[src/logic/sad_pkg.sv]
package sad_pkg;
    // ------------------------------------------------------------
    // Register map (byte addresses)
    // ------------------------------------------------------------
    localparam logic [7:0]  OFF_MODE       = 8'h00;
    localparam logic [7:0]  OFF_REG_SEL    = 8'h04;
    localparam logic [7:0]  OFF_REG_DATA   = 8'h08;
    localparam logic [7:0]  OFF_LAST_ADDR  = 8'h0C;
    localparam logic [7:0]  OFF_STORE_CNT  = 8'h10;
    localparam logic [31:0] MODE_RESET     = 32'h0000_0000;
    localparam int          REG_SEL_W      = 6;
    // ------------------------------------------------------------
    // Mode register layout
    // ------------------------------------------------------------
    localparam int          MODE_B_BASE    = 8;
    localparam int          BK0_LSB        = 16;
    localparam int          BK1_LSB        = 21;
    localparam logic [1:0]  CIRC_BK0       = 2'h1;
    localparam logic [1:0]  CIRC_BK1       = 2'h2;
    localparam logic [4:0]  CIRC_FIRST     = 5'h04;
    localparam logic [4:0]  CIRC_LAST      = 5'h07;
    // ------------------------------------------------------------
    // Instruction fields
    // ------------------------------------------------------------
    localparam int          CREG_LSB       = 29;
    localparam int          Z_BIT          = 28;
    localparam int          SRC_LSB        = 23;
    localparam int          BASE_LSB       = 18;
    localparam int          OFFS_LSB       = 13;
    localparam int          AMODE_LSB      = 9;
    localparam int          LONG_LSB       = 8;
    localparam int          Y_BIT          = 7;
    localparam int          OP_LSB         = 4;
    localparam int          S_BIT          = 1;
    localparam logic [2:0]  OP_BYTE        = 3'h3;
    localparam logic [2:0]  OP_HALF        = 3'h5;
    localparam logic [1:0]  FMT_SHORT      = 2'h1;
    localparam logic [1:0]  FMT_LONG       = 2'h3;
    localparam logic [4:0]  LONG_BASE_LOW  = 5'h0E;
    localparam logic [4:0]  LONG_BASE_HIGH = 5'h0F;
    localparam logic [4:0]  ZERO_IDX       = 5'h00;
    localparam logic [4:0]  ONE_IDX        = 5'h01;
    localparam logic [4:0]  TWO_IDX        = 5'h02;
endpackage

[src/logic/sad_agen_if.sv]
`timescale 1ns/1ps
interface sad_agen_if;
    logic [31:0] base;
    logic [31:0] offset;
    logic        half;
    logic        sub;
    logic        send_new;
    logic        circ;
    logic [4:0]  blk;
    logic [31:0] new_base;
    logic [31:0] addr;
    modport ctrl (output base, offset, half, sub, send_new, circ, blk,
                  input new_base, addr);
    modport agen (input base, offset, half, sub, send_new, circ, blk,
                  output new_base, addr);
endinterface

[src/logic/sad_regfile.sv]
`timescale 1ns/1ps
module sad_regfile #(
    parameter int AW  = 6,
    parameter int W   = 32,
    parameter int NRD = 5
) (
    input  wire logic                    clk,
    input  wire logic [NRD-1:0][AW-1:0]  rd_addr,
    output      logic [NRD-1:0][W-1:0]   rd_data,
    input  wire logic                    we,
    input  wire logic [AW-1:0]           wa,
    input  wire logic [W-1:0]            wd
);
    logic [W-1:0] mem [2**AW];

    always_ff @(posedge clk) begin
        if (we) begin
            mem[wa] <= wd;
        end
    end

    // Registered read ports; a write lands one edge before it is visible
    always_ff @(posedge clk) begin
        for (int i = 0; i < NRD; i++) begin
            rd_data[i] <= mem[rd_addr[i]];
        end
    end
endmodule

[src/logic/sad_agen.sv]
`timescale 1ns/1ps
module sad_agen (
    sad_agen_if.agen a
);
    logic [31:0] scaled;
    logic [31:0] sum;
    logic [31:0] mask;

    always_comb begin
        scaled = a.half ? {a.offset[30:0], 1'b0} : a.offset;
        sum    = a.sub ? a.base - scaled : a.base + scaled;
        // Block of 2^(blk+1) bytes; blk of 31 yields a full-width mask
        mask   = ~(32'hFFFF_FFFF << ({1'b0, a.blk} + 6'h01));
        if (a.circ) begin
            a.new_base = (a.base & ~mask) | (sum & mask);
        end else begin
            a.new_base = sum;
        end
        a.addr = a.send_new ? a.new_base : a.base;
    end
endmodule

[src/logic/sad_store_unit.sv]
`timescale 1ns/1ps
module sad_store_unit #(
    parameter int IDX_W = 5
) (
    input  wire logic        clk,
    input  wire logic        sys_rst,
    // Instruction issue
    input  wire logic        instr_valid,
    input  wire logic [31:0] instr,
    output      logic        instr_ready,
    // Data memory store port
    output      logic        mem_we,
    output      logic [31:0] mem_addr,
    output      logic [31:0] mem_wdata,
    output      logic [3:0]  mem_be,
    // APB slave
    input  wire logic        psel,
    input  wire logic        penable,
    input  wire logic        pwrite,
    input  wire logic [7:0]  paddr,
    input  wire logic [31:0] pwdata,
    output      logic [31:0] prdata,
    output      logic        pready,
    output      logic        pslverr
);
    localparam int AW = IDX_W + 1;
    localparam int NRD = 5;
    localparam int P_SRC = 0;
    localparam int P_BASE = 1;
    localparam int P_OFF = 2;
    localparam int P_PRED = 3;
    localparam int P_SW = 4;
    localparam int REG_SEL_LEN = sad_pkg::REG_SEL_W;

    // ------------------------------------------------------------
    // Decode helpers
    // ------------------------------------------------------------
    // Mode bits: [3] modify, [2] register offset, [1] post, [0] add
    function automatic logic mode_legal(input logic [3:0] m);
        return m[3] || !m[1];
    endfunction

    function automatic logic [AW-1:0] reg_addr(input logic f,
                                               input logic [4:0] i);
        return {f, i[IDX_W-1:0]};
    endfunction

    // Only bases 4 to 7 of a file may go circular
    function automatic logic circ_capable(input logic [4:0] i);
        return i >= sad_pkg::CIRC_FIRST && i <= sad_pkg::CIRC_LAST;
    endfunction

    // ------------------------------------------------------------
    // Issue-stage decode
    // ------------------------------------------------------------
    logic [1:0]  fmt;
    logic [2:0]  op;
    logic        is_long;
    logic        is_short;
    logic        legal;
    logic        take;
    logic        y_bit;
    logic        src_file;
    logic [4:0]  base_idx;
    logic [2:0]  creg;
    logic [AW-1:0] pred_addr;
    logic [NRD-1:0][AW-1:0] rd_addr;
    logic [NRD-1:0][31:0]   rd_data;
    // Software window: {file, index}
    logic [REG_SEL_LEN-1:0] reg_sel_q;

    always_comb begin
        // Fields both forms share
        fmt      = instr[3:2];
        op       = instr[sad_pkg::OP_LSB +: 3];
        y_bit    = instr[sad_pkg::Y_BIT];
        src_file = instr[sad_pkg::S_BIT];
        creg     = instr[sad_pkg::CREG_LSB +: 3];
        is_long  = fmt == sad_pkg::FMT_LONG;
        is_short = fmt == sad_pkg::FMT_SHORT;
        legal    = (op == sad_pkg::OP_BYTE || op == sad_pkg::OP_HALF)
                   && (is_long || (is_short && mode_legal(
                       instr[sad_pkg::AMODE_LSB +: 4])))
                   && creg != 3'h7;
        // Long form is tied to the second unit; y only picks 14 or 15
        if (is_long) begin
            base_idx = y_bit ? sad_pkg::LONG_BASE_HIGH
                             : sad_pkg::LONG_BASE_LOW;
        end else begin
            base_idx = instr[sad_pkg::BASE_LSB +: 5];
        end
        // Codes 0 and 7 have no predicate register;
        // they park on A0 and the result is unused
        unique case (creg)
            3'h1:    pred_addr = reg_addr(1'b1, sad_pkg::ZERO_IDX);
            3'h2:    pred_addr = reg_addr(1'b1, sad_pkg::ONE_IDX);
            3'h3:    pred_addr = reg_addr(1'b1, sad_pkg::TWO_IDX);
            3'h4:    pred_addr = reg_addr(1'b0, sad_pkg::ONE_IDX);
            3'h5:    pred_addr = reg_addr(1'b0, sad_pkg::TWO_IDX);
            3'h6:    pred_addr = reg_addr(1'b0, sad_pkg::ZERO_IDX);
            default: pred_addr = reg_addr(1'b0, sad_pkg::ZERO_IDX);
        endcase
        rd_addr[P_SRC]  = reg_addr(src_file, instr[sad_pkg::SRC_LSB +: 5]);
        // Base and offset from the unit's own file
        rd_addr[P_BASE] = reg_addr(is_long | y_bit, base_idx);
        rd_addr[P_OFF]  = reg_addr(y_bit,
                                   instr[sad_pkg::OFFS_LSB +: 5]);
        rd_addr[P_PRED] = pred_addr;
        rd_addr[P_SW]   = reg_sel_q[AW-1:0];
    end

    // ------------------------------------------------------------
    // First execute stage registers
    // ------------------------------------------------------------
    // Fields held for the execute cycle; operand
    // data arrive from the registered read ports
    logic        e1_v_q;
    logic        e1_long_q;
    logic        e1_half_q;
    logic        e1_y_q;
    logic [4:0]  e1_base_idx_q;
    logic [3:0]  e1_mode_q;
    logic [14:0] e1_cst_q;
    logic [2:0]  e1_creg_q;
    logic        e1_z_q;

    // One store in flight at a time so the next one reads the updated base
    assign instr_ready = !e1_v_q;
    // Illegal words are dropped without a trace
    assign take        = instr_valid && instr_ready && legal;

    always_ff @(posedge clk) begin
        if (sys_rst) begin
            e1_v_q <= 1'b0;
        end else begin
            e1_v_q <= take;
        end
    end

    always_ff @(posedge clk) begin
        if (take) begin
            // Held only on a take
            e1_long_q     <= is_long;
            e1_half_q     <= op == sad_pkg::OP_HALF;
            e1_y_q        <= y_bit;
            e1_base_idx_q <= base_idx;
            e1_mode_q     <= instr[sad_pkg::AMODE_LSB +: 4];
            e1_cst_q      <= instr[sad_pkg::LONG_LSB +: 15];
            e1_creg_q     <= creg;
            e1_z_q        <= instr[sad_pkg::Z_BIT];
        end
    end

    // ------------------------------------------------------------
    // Register file and address generator
    // ------------------------------------------------------------
    logic          rf_we;
    logic [AW-1:0] rf_wa;
    logic [31:0]   rf_wd;

    // Ports: source, base, offset, predicate, window
    sad_regfile #(
        .AW  (AW),
        .W   (32),
        .NRD (NRD)
    ) u_rf (
        .clk     (clk),
        .rd_addr (rd_addr),
        .rd_data (rd_data),
        .we      (rf_we),
        .wa      (rf_wa),
        .wd      (rf_wd)
    );

    // Address arithmetic is combinational
    sad_agen_if agen_bus ();

    sad_agen u_agen (
        .a (agen_bus)
    );

    // Circular mode table
    logic [31:0] mode_q;
    logic        cond;
    logic        fire;
    logic        base_wb;
    logic [1:0]  circ_fld;
    logic [4:0]  fld_lsb;

    always_comb begin
        // z flips the test to fire on zero
        if (e1_creg_q == 3'h0) begin
            cond = 1'b1;
        end else begin
            cond = (rd_data[P_PRED] != 32'h0000_0000) ^ e1_z_q;
        end
        fire    = e1_v_q && cond;
        base_wb = fire && !e1_long_q && e1_mode_q[3];
        // Two mode bits per capable base
        fld_lsb = (e1_y_q ? 5'(sad_pkg::MODE_B_BASE) : 5'h00)
                  + {e1_base_idx_q[1:0], 1'b0};
        circ_fld = mode_q[fld_lsb +: 2];
        agen_bus.base = rd_data[P_BASE];
        agen_bus.half = e1_half_q;
        // Long form: plain add, no write-back
        if (e1_long_q) begin
            agen_bus.offset   = {17'h0_0000, e1_cst_q};
            agen_bus.sub      = 1'b0;
            agen_bus.send_new = 1'b1;
            agen_bus.circ     = 1'b0;
        end else begin
            // Register and constant share one field
            if (e1_mode_q[2]) begin
                agen_bus.offset = rd_data[P_OFF];
            end else begin
                agen_bus.offset = {27'h000_0000, e1_cst_q[5 +: 5]};
            end
            agen_bus.sub      = !e1_mode_q[0];
            agen_bus.send_new = !e1_mode_q[1];
            agen_bus.circ     = circ_capable(e1_base_idx_q)
                                && (circ_fld == sad_pkg::CIRC_BK0
                                    || circ_fld == sad_pkg::CIRC_BK1);
        end
        // Block size follows the base's code
        if (circ_fld == sad_pkg::CIRC_BK1) begin
            agen_bus.blk = mode_q[sad_pkg::BK1_LSB +: 5];
        end else begin
            agen_bus.blk = mode_q[sad_pkg::BK0_LSB +: 5];
        end
    end

    // ------------------------------------------------------------
    // Memory store port
    // ------------------------------------------------------------
    // Address, data and enables change together
    logic [31:0] mem_addr_q;
    logic [31:0] mem_wdata_q;
    logic [3:0]  mem_be_q;
    logic        mem_we_q;
    logic [31:0] src;

    // Source follows s, not y
    assign src = rd_data[P_SRC];

    always_ff @(posedge clk) begin
        if (sys_rst) begin
            mem_we_q    <= 1'b0;
            mem_addr_q  <= 32'h0000_0000;
            mem_wdata_q <= 32'h0000_0000;
            mem_be_q    <= 4'h0;
        end else begin
            // Data on all lanes; enables pick
            mem_we_q <= fire;
            if (fire) begin
                mem_addr_q <= agen_bus.addr;
                if (e1_half_q) begin
                    mem_wdata_q <= {2{src[15:0]}};
                    mem_be_q    <= agen_bus.addr[1] ? 4'hC : 4'h3;
                end else begin
                    mem_wdata_q <= {4{src[7:0]}};
                    mem_be_q    <= 4'(4'h1 << agen_bus.addr[1:0]);
                end
            end
        end
    end

    assign mem_we    = mem_we_q;
    assign mem_addr  = mem_addr_q;
    assign mem_wdata = mem_wdata_q;
    assign mem_be    = mem_be_q;

    // ------------------------------------------------------------
    // APB slave
    // ------------------------------------------------------------
    // Waits only on a write-back clash
    logic        acc;
    logic        wr_hit;
    logic        mapped;
    logic        rf_sw_wr;
    logic [31:0] last_addr_q;
    logic [31:0] store_cnt_q;

    always_comb begin
        // Error is a plain decode of the address
        mapped = paddr == sad_pkg::OFF_MODE
                 || paddr == sad_pkg::OFF_REG_SEL
                 || paddr == sad_pkg::OFF_REG_DATA
                 || paddr == sad_pkg::OFF_LAST_ADDR
                 || paddr == sad_pkg::OFF_STORE_CNT;
        // Base write-back owns the register file port for its one cycle
        pready  = !(base_wb && paddr == sad_pkg::OFF_REG_DATA);
        acc     = psel && penable && pready;
        wr_hit  = acc && pwrite;
        pslverr = !mapped;
        // The window reads a cycle behind the select
        unique case (paddr)
            sad_pkg::OFF_MODE:      prdata = mode_q;
            sad_pkg::OFF_REG_SEL:   prdata = 32'(reg_sel_q);
            sad_pkg::OFF_REG_DATA:  prdata = rd_data[P_SW];
            sad_pkg::OFF_LAST_ADDR: prdata = last_addr_q;
            sad_pkg::OFF_STORE_CNT: prdata = store_cnt_q;
            default:                prdata = 32'h0000_0000;
        endcase
        // One write port: write-back goes first
        rf_sw_wr = wr_hit && paddr == sad_pkg::OFF_REG_DATA;
        rf_we    = base_wb || rf_sw_wr;
        if (base_wb) begin
            rf_wa = reg_addr(e1_y_q, e1_base_idx_q);
            rf_wd = agen_bus.new_base;
        end else begin
            rf_wa = reg_sel_q[AW-1:0];
            rf_wd = pwdata;
        end
    end

    always_ff @(posedge clk) begin
        if (sys_rst) begin
            mode_q <= sad_pkg::MODE_RESET;
        end else if (wr_hit && paddr == sad_pkg::OFF_MODE) begin
            // A store in flight sees it next cycle
            mode_q <= pwdata;
        end
    end

    always_ff @(posedge clk) begin
        if (sys_rst) begin
            reg_sel_q <= '0;
        end else if (wr_hit && paddr == sad_pkg::OFF_REG_SEL) begin
            // Upper bits are dropped
            reg_sel_q <= pwdata[REG_SEL_LEN-1:0];
        end
    end

    always_ff @(posedge clk) begin
        if (sys_rst) begin
            last_addr_q <= 32'h0000_0000;
            store_cnt_q <= 32'h0000_0000;
        end else if (fire) begin
            // Skipped stores stay uncounted
            last_addr_q <= agen_bus.addr;
            store_cnt_q <= store_cnt_q + 32'h0000_0001;
        end
    end
endmodule

[config.mk]
export PLATFORM = sky130hd
export DESIGN_NAME = sad_store_unit
export DESIGN_NICKNAME = d
export VERILOG_FILES = /design/src/logic/sad_pkg.sv /design/src/logic/sad_agen_if.sv /design/src/logic/sad_regfile.sv /design/src/logic/sad_agen.sv /design/src/logic/sad_store_unit.sv
export SDC_FILE = /design/constraint.sdc
export NUM_CORES = 2
export LEC_CHECK = 0
export BUFFER_PORTS_ARGS = -buffer_cell sky130_fd_sc_hd__buf_4
export CORE_UTILIZATION = 25
export CTS_CLUSTER_DIAMETER = 150
export DETAILED_ROUTE_END_ITERATION = 6
export PLACE_DENSITY = 0.5
export SLEW_MARGIN = 20
export SYNTH_ARGS = -nofsm -noshare
export SYNTH_HDL_FRONTEND = slang
export SYNTH_SLANG_ARGS = --single-unit
[constraint.sdc]
create_clock -name clk -period 8.37 [get_ports clk]
set_clock_uncertainty 0.05 [all_clocks]
set_input_delay 1.674 -clock clk [delete_from_list [all_inputs] [get_ports clk]]
set_output_delay 1.674 -clock clk [all_outputs]
set_load 0.01 [all_outputs]
==> impl_results.md <==
* Outcome: finished with violations
* Failing checks: design-rule violations
* Clk network pwr share at 41.7%
* NetSw at ~0.0074 W
* I/O pin count at roughly 180
* Setup-failing EPs final at 0
* GRT overflow at 0
* Routed wire length at approximately 590 mm
* Logic gate share of total power at 12.3%
* Kind of critical path: flip-flop to flip-flop
* Seq/Total Area, Yosys at 49.6%
* Top cells by area, synth: edfxtp_1 46%, mux4_2 28%, nand2_1 6.6%
* Worst slew margin at about 18%
* Post-synth top area cell: edfxtp_1
* Pre-antenna DRT Iters at 7
* MaxCap Viol Count at 0
* Critical Path AT at just under 8 ns
* Syn. warnings at 0
* Element type at the critical path end: flip-flop
* FF+latch count, synth at 2,343
* VDD IR-drop max at around 200 uV
* Max-slew violations at 0
* PD cells at about 180 mW/mm^2
* Maximum fanout along the worst path at 30
* Antenna violations before repair at 48
* Fmax at between 100 and 150 MHz
* Worst setup SP type: flip-flop
* Ys async rst share at 0%
* DIE WIDTH at around 740 um
* Fin. Hold Viols at 0
* Seq pwr share at a little under half
* Vias in the first global route at between 90,000 and 100k
* Leak pwr at approximately 50 nW
* Gate count of the mapped netlist at 10,135
* Htree depth at 4
* Drt via density at 5.89
* Worst hold path class: flip-flop to flip-flop
* Die ar. at roughly 0.55 mm^2
* Total GRT Usage at 20.8%
* TritonCTS Buffers at 249
* DR vias at slightly above 100k
* Worst endpoint required time at 9.09 ns
* Share of layout cells above drive strength 1 at between 20% and 30%
* Tmin final at between 7 and 8 ns
* Post-cts sizing count at 0
* Largest net degree at the start of global routing at 140
* WHS at about 0.41 ns
* Core Area at 0.542 mm^2
* Drt drc at 5
* RSZ-0062 raised after global routing: no
* Clk sinks at ~2,300
* Post-Syn Area per Cell at approximately 13 um^2
* Sw frac at between 20% and 30%
* Post-layout util at 28.8%
* CTS max path bufs at 4
* Clk_lat worst skew at slightly below 1 ns
* Ys flop type: edfxtp_1
* Syn_nets at roughly 10,000
* Setup TNS at 0 ns
* CTS tree: built
* Post-CTS setup buffer count at 0
* GPL Wtd Cong at between 0.8 and 0.9
* Num rows at 270
* Starting density of the core at between 20% and 30%
* Worst-path clk slew at roughly 0.070 ns
* Initial DRC Count at ~17,000
* Top cell type's share of synthesized area at 45.7%
* Post-DP HPWL at 353 mm
* Root buf cell: clkbuf_16
* Drt wl/cell at approximately 34 um
* Internal at between 0.02 and 0.025 W
* Routed Antenna Nets at 0
* Area delta synth->final at 14.7%
* Die height at ~740 um
* Post-Syn Area at roughly 0.14 mm^2
* Yosys cell types at between 80 and 90
* First-pass GRT wire length at 810 mm
* EDFF count, synth at a little over 2,000
* Final worst path period share at 84.9%
* Nets@finish at around 10,000
* Post-CTS Hold Fix Bufs at 0
* I/O Buffers at 180
* Least-Margin Pin Slew at 1.22 ns
Yosys cell counts (8+ instances only):
library cell and instances:
nand2_1 2396, and3_1 277, a21boi_0 8, nand4_1 11, mux4_2 1698, o21ai_0 154, buf_1 164, inv_1 21
a21o_1 21, a31oi_1 138, nor3_1 18, o21ai_1 8, o211ai_1 14, a22oi_1 18, o21a_1 14, mux2_2 31
nand2b_1 23, buf_4 16, xnor2_1 28, xor2_1 48, nand3_1 579, nor2_1 219, o31ai_1 9, nor2b_1 13
ha_1 39, a222oi_1 26, mux2i_1 107, or3_1 13, buf_2 16, clkbuf_1 765, nor4_1 13, edfxtp_1 2075
a221o_1 8, a211oi_1 122, dfxtp_1 268, a21oi_1 268, a311oi_1 389
placed cells by master, fill, tap and decap left out, types with 36 or more instances in the layout:
master        n
a211oi_1    122
xor2_1       48
clkinv_2     44
a31oi_1     138
a21oi_1     265
ha_1         39
nand2_1    2393
buf_12       90
and3_1      276
nor2_4       70
clkbuf_16   261
clkbuf_1     36
nor2_1      148
edfxtp_1   2075
mux2i_1     106
o21ai_0     127
dfxtp_1     262
buf_4       423
mux4_2     1698
a311oi_1    388
nand3_1     577
clkinv_1     36
state kept, by name, indices dropped and copies added (netlist names):
register / flops
u_rf.mem: 2048
u_rf.rd_data: 144
last_addr_q: 32
mode_q: 32
store_cnt_q: 32
mem_wdata: 16
e1_cst_q: 12
reg_sel_q: 6
e1_base_idx_q: 5
mem_be: 4
e1_creg_q: 3
e1_mode_q: 3
agen_bus.half: 1
e1_long_q: 1
e1_v_q: 1
e1_y_q: 1
e1_z_q: 1
mem_we: 1
power groups by stage:
stage / sequential [W] / clock [W] / combinational [W]
finish: 0.0129 / 0.0117 / 0.00345
detailed placement: 0.0132 / 0 / 0.00338
global placement: 0.0132 / 0 / 0.00338
CTS: 0.0129 / 0.0119 / 0.00338
global route: 0.0129 / 0.0122 / 0.00361
floorplan: 0.0131 / 0 / 0.00211
final cells by class:
cell class / instances / area, um^2
flip-flops and latches: 2343 / 67700
clock inverters: 148 / 1570
multi-input cells: 6805 / 65900
repair buffers: 526 / 5210
diodes: 19 / 47.5
clock buffers: 309 / 6830
inverters: 25 / 109
fillers: 54244 / 386000
well taps: 7208 / 9020
stage by stage:
step	instance area, um^2	cells	total power (W)	worst slack, ns
final	156000	17383	0.0281	1.26
after global routing	156000	17368	0.0288	0.748
after CTS	156000	17362	0.0282	1.12
after detailed placement	148000	16905	0.0166	1.15
after global placement	148000	16900	0.0166	1.15
after floorplan	136000	10135	0.0152	0.0660
layer usage:
layer	routed length, um	track usage, %	vias to the layer above
met3	72300	6.09	1426
met5	288	0	-
met2	264000	31.6	7177
met4	35200	10.8	46
met1	221000	26.8	53465
li1	-	-	40313
cells by family (layout without fill, tap and decap cells):
family          after synthesis  in the layout  synth area share, %
compound gates             1248           1248                 6.44
xor+xnor                     76             76                0.488
fa+ha+maj                    40             40                0.372
buf+inv                     987           1008                 2.78
flops                      2343           2343                 49.6
mux                        1836           1836                 29.1
other cells                   0             19                    0
simple gates               3605           3605                 11.2
path summary, 6_finish.rpt:
kind | startpoint | to | slack (ns) | depth (start not counted)
setup / recovery | e1_mode_q[2] | u_rf.mem[57][31] | 1.26 | 22
hold / removal | mode_q[28] | mode_q[28] | 0.41 | 2
setup reg to reg | e1_mode_q[2] | u_rf.mem[57][31] | 1.26 | 22
hold reg to reg | mode_q[28] | mode_q[28] | 0.41 | 2
worst max-delay path, cell delays in order (launching register included):
cell and delay [ns]:
edfxtp_1 0.61, mux2i_1 0.24, nor2_1 0.08, a21oi_1 0.26
nor2_1 0.07, a21oi_1 0.16, ha_1 0.20, o211ai_1 0.13
a2111o_1 0.48, nor3_1 0.46, nand3b_1 0.28, o21ai_1 0.39
xor2_1 0.19, ha_1 0.33, a21o_1 0.25, o311ai_1 0.49
a21oi_1 0.17, nor4b_1 0.42, nor3_1 0.10, mux2i_1 0.24
xor2_1 0.15, o21ai_4 0.74, buf_4 0.40
Power figures use the tool's default switching activity.
